File: src/osp_defines.svh
// offsets, field positions, reset values and timing counts for the sync pins
`ifndef OSP_DEFINES_SVH
`define OSP_DEFINES_SVH

`define OSP_ADDR_CTRL 8'h00
`define OSP_ADDR_STATUS 8'h04
`define OSP_ADDR_ON_PER 8'h08
`define OSP_ADDR_ON_DUTY 8'h0C
`define OSP_ADDR_OFF_PER 8'h10
`define OSP_ADDR_OFF_DUTY 8'h14

`define OSP_CTRL_ON_LSB 0
`define OSP_CTRL_OFF_LSB 8
`define OSP_F_MODE_LSB 0
`define OSP_F_INV 2
`define OSP_F_SEL_LSB 3
`define OSP_CTRL_MASK 32'h00001F1F
`define OSP_CTRL_RST 32'h00000000
`define OSP_PER_RST 16'h0064
`define OSP_DUTY_RST 16'h0032

`define OSP_ST_OUT 0
`define OSP_ST_ON_LVL 1
`define OSP_ST_OFF_LVL 2
`define OSP_ST_ON_TX 3
`define OSP_ST_OFF_TX 4

`define OSP_RESP_OKAY 2'h0
`define OSP_RESP_SLVERR 2'h2

`define OSP_CLK_NS 10
`define OSP_PULSE_NS 30000
`define OSP_PULSE_CYC ((`OSP_PULSE_NS + `OSP_CLK_NS - 1) / `OSP_CLK_NS)
`define OSP_CNT_W 12
`define OSP_BLANK_CYC 4'h8

`endif

File: src/osp_pkg.sv
// types shared by the sync pin logic
`default_nettype none
package osp_pkg;
	typedef enum logic [1:0] {OSP_MODE_SYNC, OSP_MODE_INPUT, OSP_MODE_OUTPUT} osp_mode_t;
	typedef enum logic [1:0] {OSP_SEL_ZERO, OSP_SEL_ONE, OSP_SEL_PWM} osp_sel_t;
	typedef struct packed {
		osp_mode_t mode;
		logic inv;
		osp_sel_t sel;
		logic [15:0] period;
		logic [15:0] duty;
	} osp_pin_cfg_t;
endpackage
`default_nettype wire

File: src/osp_sync_pins.sv
// turn-on and turn-off sync pins with their axi4-lite register slave
// What this block does
// - turn-on pin sends and receives pulses
// - pulses hold low at least 30 us
// - local turn-on emits pulse on on-pin
// - on-pin pulse while on changes nothing
// - on-pin pulse while off turns on
// - turn-off pin bidirectional, its default mode
// - local turn-off emits pulse on off-pin
// - off-pin pulse while off changes nothing
// - off-pin pulse while on turns off
// - invert setting flips input and output sense
// - input mode samples pin as level
// - output mode drives one, zero or pwm
// - logic one: low, high when inverted
// - logic zero: high, low when inverted
// - partner turns on with our on-pulse
// - partner turns off with our off-pulse
//
// Implementation choices: the register offsets and the AXI4-Lite slave port.
`include "osp_defines.svh"
`default_nettype none

// ----------------------------------------
// one pin: synchroniser, pulse tx/rx, pwm
// ----------------------------------------
module osp_pin
	import osp_pkg::*;
(
	input wire logic clk, // system clock
	input wire logic rst, // sync reset, high
	input var osp_pin_cfg_t cfg, // pin configuration
	input wire logic fire, // request a sync pulse
	input wire logic pin_i, // pin level in
	output logic pin_o, // pin level out
	output logic pin_oe, // pin driven
	output logic level, // logical input level
	output logic rx_pulse, // qualified received pulse
	output logic tx_busy // sync pulse being sent
);
	logic s1_reg, s2_reg, s3_reg, stab_reg;
	logic [`OSP_CNT_W-1:0] tx_cnt_reg, low_cnt_reg;
	logic [3:0] blank_reg;
	logic [15:0] pwm_cnt_reg;
	logic pwm_val, ignore, sync_mode;

	assign sync_mode = (cfg.mode == OSP_MODE_SYNC);
	assign tx_busy = (tx_cnt_reg != '0);
	assign level = ~stab_reg ^ cfg.inv;
	assign pwm_val = (pwm_cnt_reg < cfg.duty);
	assign ignore = tx_busy || (blank_reg != 4'h0) || !sync_mode;

	always_ff @(posedge clk) begin
		if (rst) begin
			s1_reg <= 1'b1;
			s2_reg <= 1'b1;
			s3_reg <= 1'b1;
			stab_reg <= 1'b1;
		end else begin
			s1_reg <= pin_i;
			s2_reg <= s1_reg;
			s3_reg <= s2_reg;
			if (s2_reg == s3_reg) begin
				stab_reg <= s3_reg;
			end
		end
	end

	// sync pulse length counter
	always_ff @(posedge clk) begin
		if (rst) begin
			tx_cnt_reg <= '0;
		end else if (fire && !tx_busy && sync_mode) begin
			tx_cnt_reg <= `OSP_CNT_W'(`OSP_PULSE_CYC);
		end else if (tx_busy) begin
			tx_cnt_reg <= tx_cnt_reg - `OSP_CNT_W'(1);
		end
	end

	// hides our own pulse until the synchroniser has seen it go
	always_ff @(posedge clk) begin
		if (rst) begin
			blank_reg <= 4'h0;
		end else if (tx_busy || pin_oe) begin
			blank_reg <= `OSP_BLANK_CYC;
		end else if (blank_reg != 4'h0) begin
			blank_reg <= blank_reg - 4'h1;
		end
	end

	always_ff @(posedge clk) begin
		if (rst || ignore || !level) begin
			low_cnt_reg <= '0;
			rx_pulse <= 1'b0;
		end else if (low_cnt_reg != `OSP_CNT_W'(`OSP_PULSE_CYC)) begin
			low_cnt_reg <= low_cnt_reg + `OSP_CNT_W'(1);
			rx_pulse <= (low_cnt_reg == `OSP_CNT_W'(`OSP_PULSE_CYC - 1));
		end else begin
			rx_pulse <= 1'b0;
		end
	end

	always_ff @(posedge clk) begin
		if (rst || cfg.mode != OSP_MODE_OUTPUT) begin
			pwm_cnt_reg <= 16'h0000;
		end else if ({1'b0, pwm_cnt_reg} + 17'h00001 >= {1'b0, cfg.period}) begin
			pwm_cnt_reg <= 16'h0000;
		end else begin
			pwm_cnt_reg <= pwm_cnt_reg + 16'h0001;
		end
	end

	// logic one is a low pin unless inverted
	always_ff @(posedge clk) begin
		if (rst) begin
			pin_o <= 1'b1;
			pin_oe <= 1'b0;
		end else begin
			unique case (cfg.mode)
				OSP_MODE_SYNC: begin
					pin_oe <= tx_busy;
					pin_o <= cfg.inv;
				end
				OSP_MODE_INPUT: begin
					pin_oe <= 1'b0;
					pin_o <= 1'b1;
				end
				OSP_MODE_OUTPUT: begin
					pin_oe <= 1'b1;
					unique case (cfg.sel)
						OSP_SEL_ONE: pin_o <= cfg.inv;
						OSP_SEL_PWM: pin_o <= ~(pwm_val ^ cfg.inv);
						default: pin_o <= ~cfg.inv;
					endcase
				end
				default: begin
					pin_oe <= 1'b0;
					pin_o <= 1'b1;
				end
			endcase
		end
	end

	// ----------------------------------------
	// checks
	// ----------------------------------------
	logic [`OSP_CNT_W-1:0] oe_run_reg, as_run_reg;
	always_ff @(posedge clk) begin
		if (rst) begin
			oe_run_reg <= '0;
			as_run_reg <= '0;
		end else begin
			oe_run_reg <= pin_oe ? oe_run_reg + `OSP_CNT_W'(1) : '0;
			as_run_reg <= (level && !ignore) ? as_run_reg + `OSP_CNT_W'(1) : '0;
		end
	end
endmodule

// ----------------------------------------
// top: output state, two pins, register slave
// ----------------------------------------
module osp_sync_pins
	import osp_pkg::*;
(
	input wire logic SYS_CLK, // 100 MHz clock
	input wire logic SYS_RST, // sync reset, high
	input wire logic [7:0] S_AXI_AWADDR, // write address
	input wire logic S_AXI_AWVALID, // write address valid
	output logic S_AXI_AWREADY, // write address ready
	input wire logic [31:0] S_AXI_WDATA, // write data
	input wire logic [3:0] S_AXI_WSTRB, // byte enables
	input wire logic S_AXI_WVALID, // write data valid
	output logic S_AXI_WREADY, // write data ready
	output logic [1:0] S_AXI_BRESP, // write response
	output logic S_AXI_BVALID, // write response valid
	input wire logic S_AXI_BREADY, // write response ready
	input wire logic [7:0] S_AXI_ARADDR, // read address
	input wire logic S_AXI_ARVALID, // read address valid
	output logic S_AXI_ARREADY, // read address ready
	output logic [31:0] S_AXI_RDATA, // read data
	output logic [1:0] S_AXI_RRESP, // read response
	output logic S_AXI_RVALID, // read data valid
	input wire logic S_AXI_RREADY, // read data ready
	input wire logic KEY_PRESS, // local on/off key pulse
	output logic OUT_ENABLE, // output on
	input wire logic PIN_ON_I, // turn-on pin in
	output logic PIN_ON_O, // turn-on pin out
	output logic PIN_ON_OE, // turn-on pin driven
	input wire logic PIN_OFF_I, // turn-off pin in
	output logic PIN_OFF_O, // turn-off pin out
	output logic PIN_OFF_OE // turn-off pin driven
);
	logic [31:0] ctrl_reg;
	logic [15:0] on_per_reg, on_duty_reg, off_per_reg, off_duty_reg;
	logic fire_on_reg, fire_off_reg;
	logic aw_full_reg, w_full_reg;
	logic [7:0] awaddr_reg;
	logic [31:0] wdata_reg;
	logic [3:0] wstrb_reg;
	osp_pin_cfg_t cfg_on, cfg_off;
	logic on_rx, off_rx, on_lvl, off_lvl, on_tx, off_tx;
	logic [7:0] on_c, off_c;

	function automatic logic [31:0] merge(input logic [31:0] old, input logic [31:0] d,
		input logic [3:0] s);
		logic [31:0] r;
		r = old;
		for (int i = 0; i < 4; i++) begin
			if (s[i]) begin
				r[8*i +: 8] = d[8*i +: 8];
			end
		end
		return r;
	endfunction

	assign on_c = ctrl_reg[`OSP_CTRL_ON_LSB +: 8];
	assign off_c = ctrl_reg[`OSP_CTRL_OFF_LSB +: 8];
	assign cfg_on = '{mode: osp_mode_t'(on_c[`OSP_F_MODE_LSB +: 2]), inv: on_c[`OSP_F_INV],
		sel: osp_sel_t'(on_c[`OSP_F_SEL_LSB +: 2]), period: on_per_reg, duty: on_duty_reg};
	assign cfg_off = '{mode: osp_mode_t'(off_c[`OSP_F_MODE_LSB +: 2]), inv: off_c[`OSP_F_INV],
		sel: osp_sel_t'(off_c[`OSP_F_SEL_LSB +: 2]), period: off_per_reg, duty: off_duty_reg};

	osp_pin u_on (.clk(SYS_CLK), .rst(SYS_RST), .cfg(cfg_on), .fire(fire_on_reg),
		.pin_i(PIN_ON_I), .pin_o(PIN_ON_O), .pin_oe(PIN_ON_OE), .level(on_lvl),
		.rx_pulse(on_rx), .tx_busy(on_tx));
	osp_pin u_off (.clk(SYS_CLK), .rst(SYS_RST), .cfg(cfg_off), .fire(fire_off_reg),
		.pin_i(PIN_OFF_I), .pin_o(PIN_OFF_O), .pin_oe(PIN_OFF_OE), .level(off_lvl),
		.rx_pulse(off_rx), .tx_busy(off_tx));

	// ----------------------------------------
	// output state; a local key wins over a received pulse
	// ----------------------------------------
	always_ff @(posedge SYS_CLK) begin
		if (SYS_RST) begin
			OUT_ENABLE <= 1'b0;
			fire_on_reg <= 1'b0;
			fire_off_reg <= 1'b0;
		end else begin
			fire_on_reg <= KEY_PRESS && !OUT_ENABLE;
			fire_off_reg <= KEY_PRESS && OUT_ENABLE;
			if (KEY_PRESS) begin
				OUT_ENABLE <= !OUT_ENABLE;
			end else if (off_rx && OUT_ENABLE) begin
				OUT_ENABLE <= 1'b0;
			end else if (on_rx && !OUT_ENABLE) begin
				OUT_ENABLE <= 1'b1;
			end
		end
	end

	// ----------------------------------------
	// axi4-lite write channel
	// ----------------------------------------
	always_ff @(posedge SYS_CLK) begin
		if (SYS_RST) begin
			S_AXI_AWREADY <= 1'b1;
			S_AXI_WREADY <= 1'b1;
			aw_full_reg <= 1'b0;
			w_full_reg <= 1'b0;
			awaddr_reg <= 8'h00;
			wdata_reg <= 32'h00000000;
			wstrb_reg <= 4'h0;
		end else if (S_AXI_BVALID && S_AXI_BREADY) begin
			S_AXI_AWREADY <= 1'b1;
			S_AXI_WREADY <= 1'b1;
			aw_full_reg <= 1'b0;
			w_full_reg <= 1'b0;
		end else begin
			if (S_AXI_AWVALID && S_AXI_AWREADY) begin
				S_AXI_AWREADY <= 1'b0;
				aw_full_reg <= 1'b1;
				awaddr_reg <= S_AXI_AWADDR;
			end
			if (S_AXI_WVALID && S_AXI_WREADY) begin
				S_AXI_WREADY <= 1'b0;
				w_full_reg <= 1'b1;
				wdata_reg <= S_AXI_WDATA;
				wstrb_reg <= S_AXI_WSTRB;
			end
		end
	end

	always_ff @(posedge SYS_CLK) begin
		if (SYS_RST) begin
			S_AXI_BVALID <= 1'b0;
			S_AXI_BRESP <= `OSP_RESP_OKAY;
			ctrl_reg <= `OSP_CTRL_RST;
			on_per_reg <= `OSP_PER_RST;
			on_duty_reg <= `OSP_DUTY_RST;
			off_per_reg <= `OSP_PER_RST;
			off_duty_reg <= `OSP_DUTY_RST;
		end else if (S_AXI_BVALID) begin
			if (S_AXI_BREADY) begin
				S_AXI_BVALID <= 1'b0;
			end
		end else if (aw_full_reg && w_full_reg) begin
			S_AXI_BVALID <= 1'b1;
			S_AXI_BRESP <= `OSP_RESP_OKAY;
			unique case (awaddr_reg)
				`OSP_ADDR_CTRL:
					ctrl_reg <= merge(ctrl_reg, wdata_reg, wstrb_reg) & `OSP_CTRL_MASK;
				`OSP_ADDR_STATUS: ;
				`OSP_ADDR_ON_PER:
					on_per_reg <= 16'(merge({16'h0000, on_per_reg}, wdata_reg, wstrb_reg));
				`OSP_ADDR_ON_DUTY:
					on_duty_reg <= 16'(merge({16'h0000, on_duty_reg}, wdata_reg, wstrb_reg));
				`OSP_ADDR_OFF_PER:
					off_per_reg <= 16'(merge({16'h0000, off_per_reg}, wdata_reg, wstrb_reg));
				`OSP_ADDR_OFF_DUTY:
					off_duty_reg <= 16'(merge({16'h0000, off_duty_reg}, wdata_reg, wstrb_reg));
				default: S_AXI_BRESP <= `OSP_RESP_SLVERR;
			endcase
		end
	end

	// ----------------------------------------
	// axi4-lite read channel
	// ----------------------------------------
	always_ff @(posedge SYS_CLK) begin
		if (SYS_RST) begin
			S_AXI_ARREADY <= 1'b1;
			S_AXI_RVALID <= 1'b0;
			S_AXI_RDATA <= 32'h00000000;
			S_AXI_RRESP <= `OSP_RESP_OKAY;
		end else if (S_AXI_RVALID) begin
			if (S_AXI_RREADY) begin
				S_AXI_RVALID <= 1'b0;
				S_AXI_ARREADY <= 1'b1;
			end
		end else if (S_AXI_ARVALID && S_AXI_ARREADY) begin
			S_AXI_ARREADY <= 1'b0;
			S_AXI_RVALID <= 1'b1;
			S_AXI_RRESP <= `OSP_RESP_OKAY;
			S_AXI_RDATA <= 32'h00000000;
			unique case (S_AXI_ARADDR)
				`OSP_ADDR_CTRL: S_AXI_RDATA <= ctrl_reg;
				`OSP_ADDR_STATUS: begin
					S_AXI_RDATA[`OSP_ST_OUT] <= OUT_ENABLE;
					S_AXI_RDATA[`OSP_ST_ON_LVL] <= on_lvl;
					S_AXI_RDATA[`OSP_ST_OFF_LVL] <= off_lvl;
					S_AXI_RDATA[`OSP_ST_ON_TX] <= on_tx;
					S_AXI_RDATA[`OSP_ST_OFF_TX] <= off_tx;
				end
				`OSP_ADDR_ON_PER: S_AXI_RDATA[15:0] <= on_per_reg;
				`OSP_ADDR_ON_DUTY: S_AXI_RDATA[15:0] <= on_duty_reg;
				`OSP_ADDR_OFF_PER: S_AXI_RDATA[15:0] <= off_per_reg;
				`OSP_ADDR_OFF_DUTY: S_AXI_RDATA[15:0] <= off_duty_reg;
				default: S_AXI_RRESP <= `OSP_RESP_SLVERR;
			endcase
		end
	end
endmodule
`default_nettype wire

File: config.mk
export PLATFORM = sky130hd
export DESIGN_NAME = osp_sync_pins
export DESIGN_NICKNAME = d
export VERILOG_FILES = /design/src/osp_pkg.sv /design/src/osp_sync_pins.sv
export VERILOG_INCLUDE_DIRS = /design/src /design/src/src
export SDC_FILE = /design/constraint.sdc
export NUM_CORES = 1
export LEC_CHECK = 0
export BUFFER_PORTS_ARGS = -buffer_cell sky130_fd_sc_hd__buf_2
export CELL_PAD_IN_SITES_DETAIL_PLACEMENT = 1
export CELL_PAD_IN_SITES_GLOBAL_PLACEMENT = 1
export CORE_MARGIN = 2
export CORE_UTILIZATION = 49
export CTS_CLUSTER_SIZE = 20
export DETAILED_ROUTE_END_ITERATION = 12
export PLACE_DENSITY_LB_ADDON = 0.1
export RECOVER_POWER = 25
export SETUP_SLACK_MARGIN = 0.15
export SLEW_MARGIN = 20
export SYNTH_ARGS = -nofsm -noshare
export SYNTH_HDL_FRONTEND = slang
export SYNTH_SLANG_ARGS = --single-unit
export TNS_END_PERCENT = 100
File: constraint.sdc
create_clock -name SYS_CLK -period 10 [get_ports SYS_CLK]
set_input_delay 0.5 -clock SYS_CLK [delete_from_list [all_inputs] [get_ports SYS_CLK]]
set_output_delay 0.5 -clock SYS_CLK [all_outputs]
set_load 0.03 [all_outputs]
==> metrics.txt, run 1 <==
Worst-path clk slew=0.06 ns; Peak Freq=0.2009 GHz; initial core utilization=49.41%; Clock Latency Late Sink=0.53 ns; RSZ-0062 raised after global routing=no; Final Non-Filler Cells=1727; Routed Antenna Nets=0; Post-Synth Adder-Cell Area=8.490%; most common cell in the netlist=dfxtp_1; Area growth syn-to-layout=12.33%; CTS Hold Bufs=0; GP Congestion=0.9118; count of buffers from port buffering=71; CP Data Required Time=10.38 ns; top post-synthesis cells by count=dfxtp_1 (230), nor2_1 (171), nand2_1 (120), inv_1 (94), mux2i_1 (92); post-synth cell types=69; placed insts=1680; total clock buffers created by CTS=27; Worst setup SP type=input port; Static Leak=0.005228 uW; sequential share of power=42.5%; Die Area=24700 um^2; Sw Ratio=28.68%; Reg area=4604 um^2; vias in the first global route=9553; Compound-Gate Fraction of Synth Area=10.82%; endpoints failing setup=0; # nets final=1530; mean area per synthesized cell=8.643 um^2; combinational cell fraction of total power=16.7%; share of the synthesized area in the top cell type=40.06%; clock network fraction of total power=40.8%; DRT Pass-1 Iters=5; Layout Skew=0.01529 ns; worst reg-to-reg path cell count=12; Setup Fix Bufs, Post-CTS=0; area leader, netlist=dfxtp_1; CTS Buffer Depth=3; multiplexer share of the synthesized area=8.109%; fin util=55.51%; diode count=0; PostCTS Resize Cnt=0; CTS tree=yes; wire per inst=18.35 um; Synth Area in XOR/XNOR=4.724%; final period utilization=49.76%; clock sinks=230; H-Tree Depth=1; ys async rst share=0%; largest family of logic cells by synthesized area=simple AND/OR/NAND/NOR gates; # fillers=2840; Internal=1749 uW; Post-Place Cell Area=12050 um^2; setup TNS=0 ns; die span in x=157.2 um; area of the multi-input gates=6286 um^2; Switch Pwr=703.5 uW; root buffer cell=clkbuf_16; Iteration-0 DRC Markers=473; Finished Cell Area=12910 um^2; first-pass GRT wire length=50480 um; PD cells=190.0 nW/um^2; worst vdd ir=0.0001275 V; Worst-Margin Slew=3.804 ns; io pins=108; Core ar.=23260 um^2; critical path arrival=5.36 ns; Std-Cell Rows=56; FF+latch count, synth=230; CP Max Fanout=87; dpl hpwl=23360 um; Detailed Route WL=31690 um; Tot GR Track Use=25.78%; Slew Limit Fails=88; largest net degree at the start of global routing=88; number of flops mapped to enable cells by yosys=0; dominant cells by area after synthesis=dfxtp_1 (40%), ha_1 (8.5%), mux2i_1 (8.0%); Slew HR=-153.6%; Vias per Instance=5.532; Worst Hold Depth=2; Via Count=9553; status=finished with violations; minimum clock period=4.976 ns; crit end category=register; Post-Synthesis Cells=1330; yosys warns=0; initial antenna violation count=0; layout cells sized above 1=8.381%; number of remaining DRC errors=0; HP Class=input port to register; failing checks=max-capacitance violations, max-slew violations; max cap viols=1; critical path class=input port to register; post-synthesis simple-gate area fraction=21.95%; total gr overflow=0; post-synthesis sequential area ratio=40.06%; Post-synth top flop=dfxtp_1; Final Hold Fails=0; Post-Syn Area=11490 um^2; die height=157.2 um
path summary, 6_finish.rpt:
kind / startpoint / end / slack [ns]
setup / recovery: SYS_RST / u_off.pwm_cnt_reg[13] / 5.02
hold / removal: PIN_OFF_I / u_off.s1_reg / 0.16
setup reg to reg: u_on.pwm_cnt_reg[0] / u_on.pwm_cnt_reg[3] / 6.22
hold reg to reg: u_on.s1_reg / u_on.s2_reg / 0.43
per-stage QoR:
step                power (uW)  hold slack, ns  setup slack [ns]
detailed placement        1470          0.4115             6.219
finish                    2453          0.1625             5.024
global placement          1455          0.3962             6.329
global route              2573          0.1605             4.451
CTS                       2476          0.1498             6.197
floorplan                 1371          0.3895             6.824
cells by family after synthesis:
| kind of cell | after synthesis |
|---|---|
| muxes | 93 |
| adders and majority gates | 78 |
| buffers and inverters | 157 |
| DFF | 230 |
| AOI/OAI and AO/OA | 195 |
| xor gates and xnor gates | 62 |
| other | 1 |
| and+or+nand+nor | 514 |
metal layers:
layer  global-route usage (%)  routed length [um]  vias to the layer above
met4                    8.398                1024                        0
met3                    3.001                1117                       52
met2                    42.05               14480                      168
li1                         -                   -                     4657
met1                    35.61               15070                     4676
met5                        0                   0                        -
area by class of cell:
| cell class | instances | share of cell area, % |
|---|---|---|
| sequential | 230 | 35.66 |
| multi-input combinational | 960 | 48.68 |
| inverter | 94 | 2.733 |
| clock inverter | 11 | 1.076 |
| tap | 319 | 3.091 |
| timing repair buffer | 77 | 2.800 |
| clock buffer | 36 | 5.959 |
placed cells by master, fill, tap and decap left out, drive strengths merged, types with 4 or more instances in the layout:
master   instances
dfxtp          230
nor2           173
nand2          122
inv             94
mux2i           92
ha              78
a21oi           77
clkbuf          65
buf             48
nand3           45
xnor2           38
nor3            37
nor2b           30
o21ai           27
xor2            24
nand4           19
a211oi          18
conb            18
nor3b           14
and3            13
or3             12
nand2b          10
a211o           10
a21o            10
o22ai            8
a22o             8
or2              7
nor4             7
clkinv           6
or4              5
nand3b           5
a2111oi          5
o211ai           5
a31oi            4
a311o            4
worst max-delay path, stage by stage:
cell	delay [ns]
clkbuf_1	0.32
clkbuf_1	2.70
buf_4	0.94
nor4b_1	0.12
o211ai_1	0.13
a21o_1	0.44
nor3b_1	0.12
power by group through the flow:
stage,sequential [uW],clock [uW],combinational [uW]
floorplan,1060,0,311
global placement,1060,0,397
detailed placement,1060,0,409
CTS,1040,1020,414
global route,1050,1060,463
finish,1040,1000,409
Power figures use the tool's default switching activity.
==> run 2, diff against run 1 <==
--- a/config.mk
+++ b/config.mk
@@ -6,11 +6,12 @@
 export SDC_FILE = /design/constraint.sdc
 export NUM_CORES = 1
 export LEC_CHECK = 0
+export ABC_AREA = 1
 export BUFFER_PORTS_ARGS = -buffer_cell sky130_fd_sc_hd__buf_2
 export CELL_PAD_IN_SITES_DETAIL_PLACEMENT = 1
 export CELL_PAD_IN_SITES_GLOBAL_PLACEMENT = 1
 export CORE_MARGIN = 2
-export CORE_UTILIZATION = 49
+export CORE_UTILIZATION = 44
 export CTS_CLUSTER_SIZE = 20
 export DETAILED_ROUTE_END_ITERATION = 12
 export PLACE_DENSITY_LB_ADDON = 0.1
==> constraint.sdc (replaced) <==
create_clock -name SYS_CLK -period 5.07 [get_ports SYS_CLK]
set_input_delay 0.2535 -clock SYS_CLK [delete_from_list [all_inputs] [get_ports SYS_CLK]]
set_output_delay 0.2535 -clock SYS_CLK [all_outputs]
set_load 0.03 [all_outputs]
==> metrics.txt, run 2 <==
CP Data Required Time=5.55 ns (-4.83 ns); CP Buf/Inv Count=4 (+1); Setup Fix Bufs, Post-CTS=0 (unchanged); RSZ-0062 raised after global routing=no; number of remaining DRC errors=0 (unchanged); layout cells sized above 1=8.886% (+0.51 points); clock sinks=230 (unchanged); setup TNS=0 ns (unchanged); Via Count=10719 (+12%); Slew HR=28.56% (+180 points); initial core utilization=44.91% (-4.5 points); Worst-Margin Slew=1.072 ns (-2.732 ns); Final Non-Filler Cells=2023 (+17%); # fillers=3300 (+16%); Detailed Route WL=35590 um (+12%); Final Hold Fails=0 (unchanged); delay-heaviest family, CP=simple AND/OR/NAND/NOR gates; Core ar.=26060 um^2 (+12%); largest net degree at the start of global routing=69 (-22%); area leader, netlist=dfxtp_1; PD cells=371.5 nW/um^2 (+96%); post-synthesis sequential area ratio=39.34% (-0.72 points); Sw Ratio=30.83% (+2.2 points); dpl hpwl=26500 um (+13%); Tot GR Track Use=25.10% (-0.67 points); placed insts=1953 (+16%); most frequent cells in the layout=inv_1 (267), dfxtp_1 (230), nand2_1 (217), a21oi_1 (171), nor2_1 (137); CP Max Fanout=16 (-82%); wire per inst=17.59 um (-4.1%); post-synth cell types=48 (-30%); clock network fraction of total power=39.7% (-1.1 points); PostCTS Resize Cnt=0 (unchanged); vias in the first global route=10856 (+14%); Post-Syn Area=11700 um^2 (+1.8%); root buffer cell=clkbuf_16; Static Leak=0.005805 uW (+11%); Peak Freq=0.3288 GHz; count of buffers from port buffering=71 (unchanged); Clock Latency Late Sink=0.56 ns (+0.03 ns); yosys warns=0 (unchanged); Worst setup SP type=register; most used cell along the critical path=nand2_1; critical path class=register to register; Layout Skew=0.01940 ns (+0.004116 ns); Routed Antenna Nets=0 (unchanged); final period utilization=59.98%; commonest non-fill, non-tap cell in the layout=inv_1; Vias per Instance=5.299 (-4.2%); number of flops mapped to enable cells by yosys=0 (unchanged); most common cell in the netlist=inv_1; Post-synth top flop=dfxtp_1; Internal=3420 uW (+96%); Worst-path clk slew=0.06 ns (about the same); die span in x=167.1 um (+6.3%); CTS Hold Bufs=20 (+20); worst vdd ir=0.0003968 V (+210%); first-pass GRT wire length=56790 um (+12%); Post-Synthesis Cells=1583 (+19%); CTS Buffer Depth=3 (unchanged); die height=167.1 um (+6.3%); mean area per synthesized cell=7.393 um^2 (-14%); Crit-path slowest cell=dfxtp_1; max cap viols=0 (-1); Switch Pwr=1525 uW (+120%); H-Tree Depth=1 (unchanged); minimum clock period=3.041 ns; endpoints failing setup=0 (unchanged); io pins=108 (unchanged); DRT Pass-1 Iters=4 (-1); Slew Limit Fails=0 (-100%); diode count=0 (unchanged); critical path arrival=3.52 ns (-1.84 ns); FF+latch count, synth=230 (unchanged); top post-synthesis cells by count=inv_1 (268), dfxtp_1 (230), nand2_1 (217), a21oi_1 (171), nor2_1 (137); ys async rst share=0% (unchanged); crit end category=register; Area growth syn-to-layout=13.73%; Die Area=27920 um^2 (+13%); HP Class=input port to register; combinational cell fraction of total power=18.7% (+2.0 points); initial antenna violation count=0 (unchanged); worst-path cell chain=ha_1 -> nand2_1 -> nor2_1 -> nand2_1 -> inv_1 -> nand2_1 -> nor3_1 -> inv_1 -> nand2_1 -> inv_1 -> ha_1 -> nand2_1 -> inv_1 -> o21ai_0 -> nand2_1 -> a21oi_1 -> nand2_1 -> nand2_1 -> nand2_1 -> nand2_1 -> nand2_4 -> nor2_1; Iteration-0 DRC Markers=546 (+15%); total gr overflow=0 (unchanged); CTS tree=yes; share of the synthesized area in the top cell type=39.34% (-0.72 points); Std-Cell Rows=59 (+5.4%); status=completed; total clock buffers created by CTS=28 (+3.7%); # nets final=1808 (+18%); dominant cells by area after synthesis=dfxtp_1 (39%), inv_1 (8.6%), ha_1 (8.3%); Worst path max stage delay=0.39 ns (-2.31 ns); GP Congestion=0.8579 (-5.9%); sequential share of power=41.5% (-1.0 points)
## run 2: cell count changes after synthesis, moves of 31 or more
| cell | before | now |
|---|---|---|
| inv_1 | 94 | 268 |
| xnor2_1 | 38 | 7 |
| o21ai_0 | 27 | 132 |
| nand2_1 | 120 | 217 |
| mux2i_1 | 92 | 0 |
| a21oi_1 | 77 | 171 |
| nor2_1 | 171 | 137 |
## run 2: power groups by stage
stage          Combinational (uW)  Sequential [uW]  Clock, uW
6_report                      925             2050       1970
5_1_grt                      1060             2070       2070
4_1_cts                       934             2050       2000
3_5_place_dp                  917             2090          0
3_3_place_gp                  886             2090          0
2_1_floorplan                 693             2090          0
## run 2: path summary, 6_finish.rpt
check,startpoint,endpoint,slack [ns],depth (start not counted)
setup / recovery,u_off.pwm_cnt_reg[0],u_off.pwm_cnt_reg[1],2.03,22
hold / removal,S_AXI_WDATA[6],wdata_reg[6],0.02,3
setup reg to reg,u_off.pwm_cnt_reg[0],u_off.pwm_cnt_reg[1],2.03,22
hold reg to reg,u_on.s1_reg,u_on.s2_reg,0.41,1
## run 2: stage by stage
stage | power (uW) | hold slack, ns | worst slack (ns) | util (%) | area (um^2)
floorplan | 2778 | 0.3573 | 2.470 | - | 11770
global placement | 2972 | 0.3968 | 2.130 | 46.98 | 12240
detailed placement | 3006 | 0.3958 | 2.028 | 46.98 | 12240
CTS | 4989 | 0.01135 | 1.997 | 51.23 | 13350
global route | 5192 | 0.02663 | 1.607 | 51.08 | 13310
finish | 4945 | 0.01673 | 2.029 | 51.08 | 13310
## run 2: kinds of logic after synthesis
group / after synthesis / synth area share, %
AND/OR/NAND/NOR: 538 / 21.09
adder cells (fa/ha/maj): 78 / 8.339
flip-flops: 230 / 39.34
XOR/XNOR: 33 / 2.470
AO/OA/AOI/OAI: 374 / 17.12
other: 1 / 0.03204
buffers and inverters: 328 / 11.51
multiplexers: 1 / 0.09621
## run 2: per-layer routing
layer	up-vias	track usage [%]	routed length, um
met1	5124	33.00	16110
met4	0	6.297	799
li1	5330	-	-
met5	-	0	0
met3	55	2.694	1551
met2	210	44.12	17130
## run 2: layout make-up
cell class	count	area (um^2)	share of cell area, %
timing repair buffer	94	538.0	4.042
clock buffer	45	864.6	6.496
sequential	230	4604	34.59
multi-input combinational	1042	5816	43.69
tap	335	419.2	3.149
inverter	272	1026	7.708
clock inverter	5	42.54	0.3196
## run 2: worst register-to-register path, delay by kind of cell (launching register included)
| kind | cells | cell delay [ns] |
|---|---|---|
| AND/OR/NAND/NOR | 14 | 1.54 |
| buffers and inverters | 4 | 0.25 |
| flip-flops | 1 | 0.39 |
| adder cells (fa/ha/maj) | 2 | 0.51 |
| AO/OA/AOI/OAI | 2 | 0.26 |
==> run 3, diff against run 2 <==
--- a/config.mk
+++ b/config.mk
@@ -6,12 +6,12 @@
 export SDC_FILE = /design/constraint.sdc
 export NUM_CORES = 1
 export LEC_CHECK = 0
-export ABC_AREA = 1
+export ABC_AREA = 0
 export BUFFER_PORTS_ARGS = -buffer_cell sky130_fd_sc_hd__buf_2
 export CELL_PAD_IN_SITES_DETAIL_PLACEMENT = 1
 export CELL_PAD_IN_SITES_GLOBAL_PLACEMENT = 1
 export CORE_MARGIN = 2
-export CORE_UTILIZATION = 44
+export CORE_UTILIZATION = 45
 export CTS_CLUSTER_SIZE = 20
 export DETAILED_ROUTE_END_ITERATION = 12
 export PLACE_DENSITY_LB_ADDON = 0.1
==> constraint.sdc (replaced) <==
create_clock -name SYS_CLK -period 3 [get_ports SYS_CLK]
set_input_delay 0.15 -clock SYS_CLK [delete_from_list [all_inputs] [get_ports SYS_CLK]]
set_output_delay 0.15 -clock SYS_CLK [all_outputs]
set_load 0.03 [all_outputs]
==> metrics.txt, run 3 (same netlist as run 1, synthesis figures left out) <==
Hold WS=0.04180 ns (+0.02507 ns); most frequent cells in the layout=dfxtp_1 (219), nor2_1 (166), nand2_1 (119), inv_1 (94), mux2i_1 (92); Via Count=9685 (-9.6%); total clock buffers created by CTS=27 (-3.6%); dpl hpwl=24170 um (-8.8%); largest net degree at the start of global routing=68 (-1.4%); CP Max Fanout=4 (-12); status=finished with violations; Place WS=-0.01130 ns (-2.039 ns); die height=163.8 um (-2.0%); clock network fraction of total power=40.0% (+0.3 points); number of remaining DRC errors=0 (unchanged); combinational cell fraction of total power=17.6% (-1.1 points); min setup slack post-route=0.008522 ns (-2.020 ns); Final Non-Filler Cells=1810 (-11%); Peak Freq=0.3343 GHz (+1.7%); Worst-Margin Slew=1.773 ns (+0.7017 ns); Vias per Instance=5.351 (+0.99%); Worst-path clk slew=0.06 ns (about the same); placed insts=1714 (-12%); CTS tree=yes; critical path class=register to register; final period utilization=99.72% (+40 points); first-pass GRT wire length=53330 um (-6.1%); Worst setup SP type=register; Clock Latency Late Sink=0.54 ns (-0.02 ns); Area growth syn-to-layout=19.10%; root buffer cell=clkbuf_16; GP Congestion=0.8476 (-1.2%); Routed Antenna Nets=0 (unchanged); Final Hold Fails=0 (unchanged); CTS Buffer Depth=3 (unchanged); FF-to-FF End=u_on.pwm_cnt_reg[15]; Worst R2R Setup Slack=0.009 ns (-2.02 ns); Detailed Route WL=33140 um (-6.9%); initial antenna violation count=0 (unchanged); Core ar.=25110 um^2 (-3.6%); failing checks=max-capacitance violations, max-slew violations; minimum clock period=2.991 ns (-0.04968 ns); RSZ-0062 raised after global routing=yes; Worst Hold Depth=3 (unchanged); Sw Ratio=29.01% (-1.8 points); worst reg-to-reg path cell count=12 (-45%); Internal=5801 uW (+70%); PD cells=596.8 nW/um^2 (+61%); Static Leak=0.005588 uW (-3.7%); critical path arrival=3.41 ns (-0.11 ns); Tot GR Track Use=25.10% (about the same); Hold Path End=S_AXI_ARREADY; worst vdd ir=0.0004181 V (+5.4%); vias in the first global route=9951 (-8.3%); clock sinks=230 (unchanged); Std-Cell Rows=58 (-1.7%); Switch Pwr=2370 uW (+55%); diode count=0 (unchanged); count of buffers from port buffering=71 (unchanged); Iteration-0 DRC Markers=427 (-22%); endpoints failing setup=0 (unchanged); layout cells sized above 1=12.50% (+3.6 points); wire per inst=18.31 um (+4.1%); max cap viols=1 (+1); sequential share of power=42.5% (+1.0 points); total gr overflow=0 (unchanged); # nets final=1601 (-11%); Power, Total=8171 uW (+65%); Layout Skew=0.01710 ns (-0.002302 ns); Slew HR=-18.22% (-47 points); HP Class=input port to register; setup TNS=0 ns (unchanged); CP Data Required Time=3.42 ns (-2.13 ns); launch point of the worst reg-to-reg path=u_on.pwm_cnt_reg[1]; crit end category=register; Hold Path Origin=S_AXI_ARVALID; Slew Limit Fails=42 (+42); die span in x=163.8 um (-2.0%); commonest non-fill, non-tap cell in the layout=dfxtp_1; H-Tree Depth=1 (unchanged); initial core utilization=45.78% (+0.87 points); DRT Pass-1 Iters=4 (unchanged); Die Area=26840 um^2 (-3.9%); io pins=108 (unchanged)
## run 3: cell count changes in the layout (fill, tap and decap cells not counted), sizes merged, moves of 15 or more
cell	previous run	this run
inv	273	96
o21ai	133	27
nand2	220	122
a21oi	172	77
mux2i	0	92
buf	44	81
xnor2	7	38
nor2b	0	30
o22ai	27	8
a211oi	3	18
dlygate4sd3	20	35
nand4	34	19
## run 3: through the flow
step | instance area [um^2] | utilization, %
global route | 13690 | 54.52
detailed placement | 12320 | 49.05
floorplan | 11630 | -
CTS | 13630 | 54.28
finish | 13690 | 54.52
global placement | 12320 | 49.05
## run 3: power by group through the flow
| stage | logic, uW | clock network (uW) | registers (uW) |
|---|---|---|---|
| floorplan | 1040 | 0 | 3530 |
| global placement | 1360 | 0 | 3530 |
| detailed placement | 1410 | 0 | 3540 |
| CTS | 1450 | 3330 | 3470 |
| global route | 1620 | 3480 | 3500 |
| finish | 1440 | 3270 | 3470 |
## run 3: worst max-delay path by stage
stage	depth (start not counted)	to	start	slack, ns
final	12	u_on.pwm_cnt_reg[15]	u_on.pwm_cnt_reg[1]	0.009
after CTS	12	u_on.pwm_cnt_reg[13]	u_on.pwm_cnt_reg[1]	0.03
after detailed placement	13	u_off.pwm_cnt_reg[5]	u_off.pwm_cnt_reg[4]	-0.01
after global routing	12	u_on.pwm_cnt_reg[0]	u_on.pwm_cnt_reg[1]	-0.18
after global placement	12	u_on.pwm_cnt_reg[11]	u_on.pwm_cnt_reg[1]	0.09
after floorplan	12	u_on.pwm_cnt_reg[3]	u_on.pwm_cnt_reg[1]	0.09
## run 3: worst max-delay path, cell delays in order (launching register included)
cell and delay (ns):
dfxtp_4 0.37, ha_4 0.14, nand2_2 0.05, or3_4 0.35
nor2_4 0.13, nand2_1 0.09, xnor2_1 0.15, ha_1 0.32
nand4_1 0.13, or4_1 0.51, o211ai_1 0.31, a31o_1 0.27
nor2b_1 0.07
## run 3: area by class of cell
type	count	area (um^2)
clock buffers	40	784.5
clock inverters	8	97.59
fillers	2984	11420
inverters	94	352.8
multi-input cells	961	6430
flip-flops and latches	230	4628
well taps	330	412.9
repair buffers	147	984.7
## run 3: timing repair
item | CTS | global route
hold buffers | 35 | 0
resized for setup | 10 | 17
buffers inserted | 6 | 6
gates cloned | 1 | 0
endpoints found under the hold margin | 38 | 0
pin swaps | 4 | 10
endpoints found under the setup margin | 32 | 32
## run 3: layer usage
layer  GRT usage, %  vias up  share of wire, %
met1          34.06     4672                47
met2          41.65      137                47
met5              0        -                 0
li1               -     4820                 -
met3          3.207       56               2.8
met4          7.695        0               3.0
